`src/verilog/awpme_defs.vh`:
```
// Constants for the ACPI wake and event control block: register indices,
// field positions, write masks, reset values and delay figures.
// Assumes a 125 MHz system clock and a 32-bit Avalon-MM register port.
`ifndef AWPME_DEFS_VH
`define AWPME_DEFS_VH

// Register indices; byte address is four times the index.
`define AWP_IDX_PLOSS 8'he4
`define AWP_IDX_GRST 8'he5
`define AWP_IDX_PGC 8'he6
`define AWP_IDX_WRO 8'he7
`define AWP_IDX_GEV 8'hf2
`define AWP_IDX_ST1 8'hf3
`define AWP_IDX_ST2 8'hf4
`define AWP_IDX_EN1 8'hf6
`define AWP_IDX_EN2 8'hf7
`define AWP_IDX_ROUTE 8'hfe

// Reset values.
`define AWP_RST_PLOSS 8'h00
`define AWP_RST_GRST 8'h00
`define AWP_RST_PGC 8'h1c
`define AWP_RST_WRO 8'h00
`define AWP_RST_GEV 8'h3e
`define AWP_RST_EN 8'h00
`define AWP_RST_ROUTE 8'h00

// Bits that hold state; the rest read as zero.
`define AWP_MSK_PLOSS 8'h60
`define AWP_MSK_GRST 8'h04
`define AWP_MSK_PGC 8'h9e
`define AWP_MSK_WRO 8'hf9
`define AWP_MSK_ROUTE 8'h77

// Field positions.
`define AWP_GRST_G25 2
`define AWP_PGC_MCOMBO 7
`define AWP_PGC_CASECLR 5
`define AWP_PGC_LAST 4
`define AWP_PGC_ST1FAST 3
`define AWP_PGC_DEL_HI 2
`define AWP_PGC_DEL_LO 1
`define AWP_PGC_TRIG 0
`define AWP_WRO_KS3 7
`define AWP_WRO_KS2 6
`define AWP_WRO_OSKEY 5
`define AWP_WRO_LPULSE 4
`define AWP_WRO_WDTSRC 3
`define AWP_WRO_HMSRC 0
`define AWP_GEV_EN 0
`define AWP_PL_HI 6
`define AWP_PL_LO 5

// Power-loss policy codes.
`define AWP_PL_OFF 2'b00
`define AWP_PL_ON 2'b01
`define AWP_PL_PRIOR 2'b10
`define AWP_PL_FLAG 2'b11

// Second-stage delay codes.
`define AWP_DEL_NONE 2'b00
`define AWP_DEL_32 2'b01
`define AWP_DEL_96 2'b10

// Timing in milliseconds and the clock rate in cycles per millisecond.
`define AWP_CYC_PER_MS 125000
`define AWP_ST1_SLOW_MS 300
`define AWP_ST1_FAST_MS 200
`define AWP_ST2_32_MS 32
`define AWP_ST2_96_MS 96
`define AWP_ST2_250_MS 250
`define AWP_PULSE_MS 500

`endif

```
`src/verilog/awpme_unused_guard.v`:
```
`timescale 1ns/10ps
// Holds no logic; the whole block lives in awpme_ctrl.v.

```
`src/verilog/awpme_ctrl.v`:
```
// ACPI wake, power-good sequencing and power-management event control.
// Assumes all inputs are synchronous to sys_clk and event inputs pulse
// for one cycle per event; GPIO event inputs are status levels.
`timescale 1ns/10ps
`include "awpme_defs.vh"

// Functional notes
// Group reset: 0 bus reset, 1 resume reset.
// Case clear bit pulses, then reads zero.
// Last-state flag stored: 0 on, 1 off.
// First stage delay: 300 or 200 ms.
// Final stage delay: none, 32, 96, 250 ms.
// Retrigger bit reruns output low to high.
// Enable third keyboard wake key set.
// Enable second keyboard wake key set.
// OS wake key pulses power button.
// Half-second button pulse on loss return.
// Watchdog reset: bus reset or power good.
// Monitor reset: power good or bus reset.
// Mouse combination key bit drives out.
// Group one status flags, write-one clear.
// Group two status flags, write-one clear.
// Group one enables gate event output.
// Group two enables gate event output.
// GPIO events routed to power button.
// GPIO events routed to event pin.
// Event pin low on enabled pending event.
// Loss policy picks state on return.
module awpme_ctrl #(
   parameter [31:0] P_CYC_MS = `AWP_CYC_PER_MS,
   parameter [31:0] P_ST1_SLOW = `AWP_ST1_SLOW_MS * `AWP_CYC_PER_MS,
   parameter [31:0] P_ST1_FAST = `AWP_ST1_FAST_MS * `AWP_CYC_PER_MS,
   parameter [31:0] P_ST2_32 = `AWP_ST2_32_MS * `AWP_CYC_PER_MS,
   parameter [31:0] P_ST2_96 = `AWP_ST2_96_MS * `AWP_CYC_PER_MS,
   parameter [31:0] P_ST2_250 = `AWP_ST2_250_MS * `AWP_CYC_PER_MS,
   parameter [31:0] P_PULSE = `AWP_PULSE_MS * `AWP_CYC_PER_MS
) (
   input wire sys_clk,
   input wire arst_n,
   input wire [9:0] address,
   input wire read,
   input wire write,
   input wire [31:0] writedata,
   input wire [3:0] byteenable,
   output reg [31:0] readdata,
   output reg waitrequest,
   input wire power_good_low_stage,
   input wire lpc_reset_n,
   input wire resume_well_reset_n,
   input wire power_return,
   input wire state_before_loss,
   input wire keyboard_wake_enable,
   input wire os_wake_key,
   input wire [6:0] event_src_one,
   input wire [5:0] event_src_two,
   input wire [2:0] gpio_event,
   output reg power_good_first_stage,
   output reg power_good_out,
   output reg power_button_out_n,
   output reg pme_out_n,
   output reg case_open_clear,
   output reg mouse_combo_key_c,
   output reg key_set_three_enable,
   output reg key_set_two_enable,
   output reg watchdog_reset_n,
   output reg hw_monitor_reset_n,
   output reg gpio_group_reset_n
);

   localparam [1:0] PG_OFF = 2'd0;
   localparam [1:0] PG_ST1 = 2'd1;
   localparam [1:0] PG_ST2 = 2'd2;
   localparam [1:0] PG_ON = 2'd3;

   reg [7:0] ploss;
   reg [7:0] grst;
   reg [7:0] pgc;
   reg [7:0] wro;
   reg [7:0] gev;
   reg [6:0] st1;
   reg [5:0] st2;
   reg [6:0] en1;
   reg [5:0] en2;
   reg [7:0] route;
   reg retrig;
   reg [1:0] pg_state;
   reg [25:0] pg_cnt;
   reg [25:0] pb_cnt;
   reg [2:0] gpio_prev;
   reg [7:0] next_rd;
   reg wr_ok;
   reg loss_on;
   reg pb_start;

   wire [7:0] idx;
   wire [7:0] wbyte;
   wire wr_lane;
   wire [2:0] gpio_rise;

   assign idx = address[9:2];
   assign wbyte = writedata[7:0];
   assign wr_lane = write & ~waitrequest & byteenable[0];

   // True when the current write lands on the given register.
   function hit;
      input [7:0] a;
      input [7:0] i;
      input w;
      begin
         hit = w & (a == i);
      end
   endfunction

   // Second-stage delay length for a delay code.
   function [25:0] st2_len;
      input [1:0] sel;
      begin
         case (sel)
            `AWP_DEL_NONE: st2_len = 26'h0000000;
            `AWP_DEL_32: st2_len = P_ST2_32[25:0];
            `AWP_DEL_96: st2_len = P_ST2_96[25:0];
            default: st2_len = P_ST2_250[25:0];
         endcase
      end
   endfunction

   // Read multiplexer; unmapped indices read as zero.
   always @* begin
      case (idx)
         `AWP_IDX_PLOSS: next_rd = ploss;
         `AWP_IDX_GRST: next_rd = grst;
         `AWP_IDX_PGC: next_rd = pgc;
         `AWP_IDX_WRO: next_rd = wro;
         `AWP_IDX_GEV: next_rd = gev;
         `AWP_IDX_ST1: next_rd = {1'b0, st1};
         `AWP_IDX_ST2: next_rd = {2'b00, st2};
         `AWP_IDX_EN1: next_rd = {1'b0, en1};
         `AWP_IDX_EN2: next_rd = {2'b00, en2};
         `AWP_IDX_ROUTE: next_rd = route;
         default: next_rd = 8'h00;
      endcase
   end

   // Every access is answered one cycle after it is presented.
   always @(posedge sys_clk or negedge arst_n) begin
      if (!arst_n) begin
         waitrequest <= 1'b1;
         readdata <= 32'h00000000;
      end else begin
         waitrequest <= ~((read | write) & waitrequest);
         if (read & waitrequest) begin
            readdata <= {24'h000000, next_rd};
         end
      end
   end

   // Configuration registers.
   always @(posedge sys_clk or negedge arst_n) begin
      if (!arst_n) begin
         ploss <= `AWP_RST_PLOSS;
         grst <= `AWP_RST_GRST;
         pgc <= `AWP_RST_PGC;
         wro <= `AWP_RST_WRO;
         gev <= `AWP_RST_GEV;
         en1 <= 7'h00;
         en2 <= 6'h00;
         route <= `AWP_RST_ROUTE;
      end else begin
         if (hit(idx, `AWP_IDX_PLOSS, wr_lane)) begin
            ploss <= wbyte & `AWP_MSK_PLOSS;
         end
         if (hit(idx, `AWP_IDX_GRST, wr_lane)) begin
            grst <= wbyte & `AWP_MSK_GRST;
         end
         if (hit(idx, `AWP_IDX_PGC, wr_lane)) begin
            pgc <= wbyte & `AWP_MSK_PGC;
         end
         if (hit(idx, `AWP_IDX_WRO, wr_lane)) begin
            wro <= wbyte & `AWP_MSK_WRO;
         end
         if (hit(idx, `AWP_IDX_GEV, wr_lane)) begin
            gev <= wbyte;
         end
         if (hit(idx, `AWP_IDX_EN1, wr_lane)) begin
            en1 <= wbyte[6:0];
         end
         if (hit(idx, `AWP_IDX_EN2, wr_lane)) begin
            en2 <= wbyte[5:0];
         end
         if (hit(idx, `AWP_IDX_ROUTE, wr_lane)) begin
            route <= wbyte & `AWP_MSK_ROUTE;
         end
      end
   end

   // Status flags: a new event in the clearing cycle keeps its flag set.
   always @(posedge sys_clk or negedge arst_n) begin
      if (!arst_n) begin
         st1 <= 7'h00;
         st2 <= 6'h00;
      end else begin
         if (hit(idx, `AWP_IDX_ST1, wr_lane)) begin
            st1 <= (st1 & ~wbyte[6:0]) | event_src_one;
         end else begin
            st1 <= st1 | event_src_one;
         end
         if (hit(idx, `AWP_IDX_ST2, wr_lane)) begin
            st2 <= (st2 & ~wbyte[5:0]) | event_src_two;
         end else begin
            st2 <= st2 | event_src_two;
         end
      end
   end

   // Write-one strobes; the stored bits stay zero so they read back as 0.
   always @(posedge sys_clk or negedge arst_n) begin
      if (!arst_n) begin
         retrig <= 1'b0;
         case_open_clear <= 1'b0;
      end else begin
         retrig <= hit(idx, `AWP_IDX_PGC, wr_lane)
            & wbyte[`AWP_PGC_TRIG];
         case_open_clear <= hit(idx, `AWP_IDX_PGC, wr_lane)
            & wbyte[`AWP_PGC_CASECLR];
      end
   end

   // Power-good sequencer. Losing the low-power stage drops both
   // stages at once; only the rising edges are delayed.
   always @(posedge sys_clk or negedge arst_n) begin
      if (!arst_n) begin
         pg_state <= PG_OFF;
         pg_cnt <= 26'h0000000;
         power_good_first_stage <= 1'b0;
         power_good_out <= 1'b0;
      end else if (!power_good_low_stage) begin
         pg_state <= PG_OFF;
         pg_cnt <= 26'h0000000;
         power_good_first_stage <= 1'b0;
         power_good_out <= 1'b0;
      end else begin
         case (pg_state)
            PG_OFF: begin
               if (pgc[`AWP_PGC_ST1FAST]) begin
                  pg_cnt <= P_ST1_FAST[25:0];
               end else begin
                  pg_cnt <= P_ST1_SLOW[25:0];
               end
               pg_state <= PG_ST1;
            end
            PG_ST1: begin
               if (pg_cnt == 26'h0000000) begin
                  power_good_first_stage <= 1'b1;
                  pg_cnt <= st2_len(
                     pgc[`AWP_PGC_DEL_HI:`AWP_PGC_DEL_LO]);
                  pg_state <= PG_ST2;
               end else begin
                  pg_cnt <= pg_cnt - 26'h0000001;
               end
            end
            PG_ST2: begin
               if (pg_cnt == 26'h0000000) begin
                  power_good_out <= 1'b1;
                  pg_state <= PG_ON;
               end else begin
                  pg_cnt <= pg_cnt - 26'h0000001;
               end
            end
            PG_ON: begin
               if (retrig) begin
                  // The output goes low for at least one cycle even
                  // when no second-stage delay is selected.
                  power_good_out <= 1'b0;
                  pg_cnt <= st2_len(
                     pgc[`AWP_PGC_DEL_HI:`AWP_PGC_DEL_LO]);
                  pg_state <= PG_ST2;
               end
            end
            default: begin
               pg_state <= PG_OFF;
            end
         endcase
      end
   end

   // Decide whether the system should come back on after power loss.
   always @* begin
      case (ploss[`AWP_PL_HI:`AWP_PL_LO])
         `AWP_PL_OFF: loss_on = 1'b0;
         `AWP_PL_ON: loss_on = 1'b1;
         `AWP_PL_PRIOR: loss_on = state_before_loss;
         default: loss_on = ~pgc[`AWP_PGC_LAST];
      endcase
   end

   // Rising edges of the routed GPIO event levels.
   genvar g;
   generate
      for (g = 0; g < 3; g = g + 1) begin : gp_edge
         assign gpio_rise[g] = gpio_event[g] & ~gpio_prev[g];
      end
   endgenerate

   always @* begin
      pb_start = (power_return & wro[`AWP_WRO_LPULSE] & loss_on)
         | (os_wake_key & keyboard_wake_enable
            & wro[`AWP_WRO_OSKEY])
         | (|(gpio_rise & route[6:4]));
   end

   // Power-button pulse. A trigger during a pulse is merged into it.
   always @(posedge sys_clk or negedge arst_n) begin
      if (!arst_n) begin
         gpio_prev <= 3'b000;
         pb_cnt <= 26'h0000000;
         power_button_out_n <= 1'b1;
      end else begin
         gpio_prev <= gpio_event;
         if (power_button_out_n) begin
            if (pb_start) begin
               power_button_out_n <= 1'b0;
               pb_cnt <= P_PULSE[25:0] - 26'h0000001;
            end
         end else if (pb_cnt == 26'h0000000) begin
            power_button_out_n <= 1'b1;
         end else begin
            pb_cnt <= pb_cnt - 26'h0000001;
         end
      end
   end

   // Event pin and derived control outputs.
   always @(posedge sys_clk or negedge arst_n) begin
      if (!arst_n) begin
         pme_out_n <= 1'b1;
         mouse_combo_key_c <= 1'b0;
         key_set_three_enable <= 1'b0;
         key_set_two_enable <= 1'b0;
         watchdog_reset_n <= 1'b0;
         hw_monitor_reset_n <= 1'b0;
         gpio_group_reset_n <= 1'b0;
      end else begin
         pme_out_n <= ~(gev[`AWP_GEV_EN]
            & (|(st1 & en1) | |(st2 & en2)
               | |(gpio_event & route[2:0])));
         mouse_combo_key_c <= pgc[`AWP_PGC_MCOMBO];
         key_set_three_enable <= wro[`AWP_WRO_KS3];
         key_set_two_enable <= wro[`AWP_WRO_KS2];
         if (wro[`AWP_WRO_WDTSRC]) begin
            watchdog_reset_n <= power_good_out;
         end else begin
            watchdog_reset_n <= lpc_reset_n;
         end
         if (wro[`AWP_WRO_HMSRC]) begin
            hw_monitor_reset_n <= lpc_reset_n;
         end else begin
            hw_monitor_reset_n <= power_good_out;
         end
         if (grst[`AWP_GRST_G25]) begin
            gpio_group_reset_n <= resume_well_reset_n;
         end else begin
            gpio_group_reset_n <= lpc_reset_n;
         end
      end
   end

endmodule

```
`config.mk`:
```
export PLATFORM = sky130hd
export DESIGN_NAME = awpme_ctrl
export DESIGN_NICKNAME = d
export VERILOG_FILES = /design/src/verilog/awpme_unused_guard.v /design/src/verilog/awpme_ctrl.v
export VERILOG_INCLUDE_DIRS = /design/src /design/src/verilog
export SDC_FILE = /design/constraint.sdc
export NUM_CORES = 1
export LEC_CHECK = 0
export ABC_AREA = 1
export BUFFER_PORTS_ARGS = -buffer_cell sky130_fd_sc_hd__buf_2
export CORE_MARGIN = 2
export CORE_UTILIZATION = 58
export DETAILED_ROUTE_END_ITERATION = 6
export GPL_TIMING_DRIVEN = 1
export PLACE_DENSITY = 0.8
export SLEW_MARGIN = 20
export SYNTH_ARGS = -nofsm -noshare
export SYNTH_HDL_FRONTEND = slang
export SYNTH_SLANG_ARGS = --single-unit
export TNS_END_PERCENT = 30
```
`constraint.sdc`:
```
create_clock -name sys_clk -period 2.4 [get_ports sys_clk]
set_input_delay 0.48 -clock sys_clk [delete_from_list [all_inputs] [get_ports sys_clk]]
set_output_delay 0.48 -clock sys_clk [all_outputs]
set_load 0.005 [all_outputs]
```
==> results.json <==
{
  "hold_violations": 6,
  "die-area_sq_um": 14240,
  "synth_top_family_by_area": "simple AND/OR/NAND/NOR gates",
  "clk_pin_slew_ns": 0.06,
  "required_ns": 2.71,
  "clock-skew-final_ns": 0.007574,
  "grt-ovfl-total": 0,
  "cts_sinks": 132,
  "synth_area_sq_um": 7714,
  "track_usage": 0.2938,
  "post_cts_resized": 0,
  "drt-pass1-iter-count": 6,
  "leakage_nw": 4.530,
  "dpl.hpwl_um": 14470,
  "grt_max_degree": 49,
  "viasPerCell": 5.395,
  "grt_pass1_wl_um": 33090,
  "r2r_cells": 11,
  "fp.dieW_um": 119.3,
  "crit_path_end_kind": "flop",
  "ctsHoldBuffers": 0,
  "hold_path.class": "input port to async pin",
  "powerDensity_nw_per_um2": 1057,
  "power_w": 0.009296,
  "place_congestion": 0.9389,
  "multiInputGateArea_sq_um": 3756,
  "n_antenna_cell": 0,
  "setup_tns_ns": 0,
  "post-place-ws_ns": 0.4337,
  "rrSetupSlack_ns": 0.42,
  "synth-simple-area-share": 0.3285,
  "yosysWarnings": 0,
  "die_h_um": 119.3,
  "rows": 42,
  "areaGrowthSynthToFinish_pct": 14.03,
  "hold_ws_ns": -0.007366,
  "register_area_sq_um": 3317,
  "drc": 0,
  "post_cts_buffers": 0,
  "start_util": 0.5871,
  "synth_mux_area_frac": 0,
  "tightest_slew_ns": 0.5941,
  "max_freq_mhz": 504.9,
  "clock_latency_ns": 0.42,
  "num_io_pins": 117,
  "grt_pass1_vias": 6874,
  "drt_wl_total_um": 19770,
  "violations": "negative hold slack",
  "cts_root_buffer": "clkbuf_16",
  "htreeDepth": 4,
  "ir_drop_mv": 0.6846,
  "setup_viol": 0,
  "cts_tree": "yes",
  "fin_crit_sh": 0.8252,
  "synthAdderAreaFrac": 0.009732,
  "routed-via-count": 7165,
  "drv_cap": 0,
  "slew_violations": 0,
  "yosysSeqAreaShare": 0.4300,
  "antenna_found_initial": 0,
  "ys_types": 38,
  "final.fill_count": 1153,
  "synth_compound_area_frac": 0.1041,
  "drive_gt1_frac": 0.1476,
  "post_drt_wl_per_cell_um": 14.89,
  "postSynthCellCount": 1061,
  "port_buffers": 63,
  "nNetsFinal": 1218,
  "ant_nets": 0,
  "maxSlewHeadroom": 0.6009,
  "period_minus_slack_ns": 1.980,
  "startpoint_type": "flop",
  "r2r-start": "pg_cnt[0]",
  "synth-seq-cells": 132,
  "cts_buffers": 17,
  "clockBufferDepth": 2,
  "rr_endpoint": "pg_cnt[25]",
  "finalWorstSetupSlack_ns": 0.4195,
  "synth_xor_area_frac": 0.03293,
  "design_area_sq_um": 8796,
  "rsz0062_at_grt": "no",
  "cp.arrival_ns": 2.29,
  "syn_area_per_cell_sq_um": 7.270,
  "core_sq_um": 13140,
  "crit_fanout": 5,
  "placed_area_sq_um": 8195,
  "drtIter0Drc": 759,
  "setup.worst_path.class": "flop to flop",
  "status": "finished, violations left"
}
## state kept, by name (all words and copies together) (netlist names), 2 cells and up
signal and flops:
pgc 5, en1 7, gpio_prev 3, pb_cnt 26, en2 6, st2 6
ploss 2, st1 7, pg_state 2, route 6, wro 6, readdata 8
pg_cnt 26, gev 8
## layout by cell type, fill, tap and decap left out, drive strengths merged
cell,count
and2,1
o22ai,8
a21oi,9
nor4,1
nand4,19
nand3b,5
clkinv,4
nor2,135
nand3,81
inv,119
a31oi,1
dfstp,11
ha,6
xnor2,5
buf,79
xor2,24
a21o,1
clkinvlp,4
o21bai,14
bufinv,2
o21ai,110
conb,24
o31ai,4
nor3b,1
o221ai,1
clkbuf,19
nand2,327
nor3,13
or2,3
dfrtp,121
## synthesized netlist by cell type
| cell type | number | area, sq um |
|---|---|---|
| a21oi_1 | 9 | 45.04 |
| and2_4 | 1 | 8.760 |
| nand2_4 | 3 | 33.78 |
| nand2_1 | 321 | 1205 |
| dfrtp_1 | 121 | 3028 |
| xor2_1 | 24 | 210.2 |
| clkbuf_1 | 2 | 7.510 |
| or2_2 | 3 | 18.77 |
| o21ai_1 | 34 | 170.2 |
| buf_6 | 3 | 33.78 |
| nor3_2 | 1 | 10.01 |
| o221ai_1 | 1 | 8.760 |
| o31ai_1 | 4 | 30.03 |
| conb_1 | 1 | 3.750 |
| inv_1 | 102 | 382.9 |
| a21o_1 | 1 | 7.510 |
| nand3_1 | 77 | 385.4 |
| nor4_1 | 1 | 6.260 |
| buf_2 | 13 | 65.06 |
| nand2_2 | 3 | 18.77 |
| a31oi_1 | 1 | 6.260 |
| o22ai_1 | 8 | 50.05 |
| nand4_1 | 19 | 118.9 |
| dfstp_2 | 11 | 289.0 |
| xnor2_1 | 5 | 43.79 |
| nor2_2 | 14 | 87.58 |
| o21ai_0 | 76 | 380.4 |
| ha_1 | 6 | 75.07 |
| nor2_1 | 117 | 439.2 |
| nor3b_4 | 1 | 18.77 |
| nand3b_1 | 5 | 37.54 |
| clkbuf_2 | 1 | 5.000 |
| inv_2 | 14 | 52.55 |
| nor3_1 | 12 | 60.06 |
| nand3_2 | 4 | 40.04 |
| buf_4 | 24 | 180.2 |
| o21bai_1 | 14 | 105.1 |
| nor2_4 | 4 | 45.04 |
## cell type report
class | instances | share of cell area
flip-flops and latches | 132 | 0.3771
repair buffers | 79 | 0.05306
clock buffers | 19 | 0.05149
inverters | 116 | 0.04950
clock inverters | 13 | 0.01679
well taps | 176 | 0.02504
multi-input cells | 793 | 0.4270
## worst max path at each step
stage | startpoint | end | slack, ns | cells past startpoint
final | pg_cnt[0] | pg_cnt[25] | 0.42 | 11
after global routing | pg_cnt[0] | pg_cnt[17] | 0.25 | 11
after CTS | pg_cnt[0] | pg_cnt[17] | 0.45 | 11
after detailed placement | address[8] | route[6] | 0.43 | 9
after global placement | address[8] | route[2] | 0.48 | 9
after floorplan | pg_cnt[0] | power_good_out | 0.73 | 12
## worst max-delay path: stages, from the launching register on
cell	delay, ns
dfrtp_1	0.36
inv_1	0.12
ha_1	0.22
nand2_2	0.13
nor2_4	0.21
nand4_1	0.16
nand2_1	0.18
nand2_1	0.19
nand3_1	0.11
nand2_1	0.06
nand2_1	0.07
nand2_1	0.06
## stage by stage
stage	utilization	instances
2_1_floorplan	-	1084
3_3_place_gp	0.6238	1296
3_5_place_dp	0.6238	1296
4_1_cts	0.6695	1328
5_1_grt	0.6695	1328
6_report	0.6695	1328
## metal layers
metal  GRT usage  wire length (um)
met1      0.3984              8685
met2      0.4759              9284
met3     0.06513              1422
met4     0.08676               380
met5           0                 0
## report_power, final
| part | switching, W | internal, W | total, W |
|---|---|---|---|
| Combinational | 0.00251 | 0.00123 | 0.00373 |
| Sequential | 0.000363 | 0.00258 | 0.00295 |
| Clock | 0.00102 | 0.00159 | 0.00262 |
## cell families (layout without fill, tap and decap cells)
kind of cell             after synthesis  count (layout)
AO/OA/AOI/OAI                        148             148
XOR/XNOR                              29              29
adder cells (fa/ha/maj)                6               6
buffers and inverters                159             227
flip-flops                           132             132
other                                  1              24
AND/OR/NAND/NOR                      586             586
(Power assumes the default switching activity.)
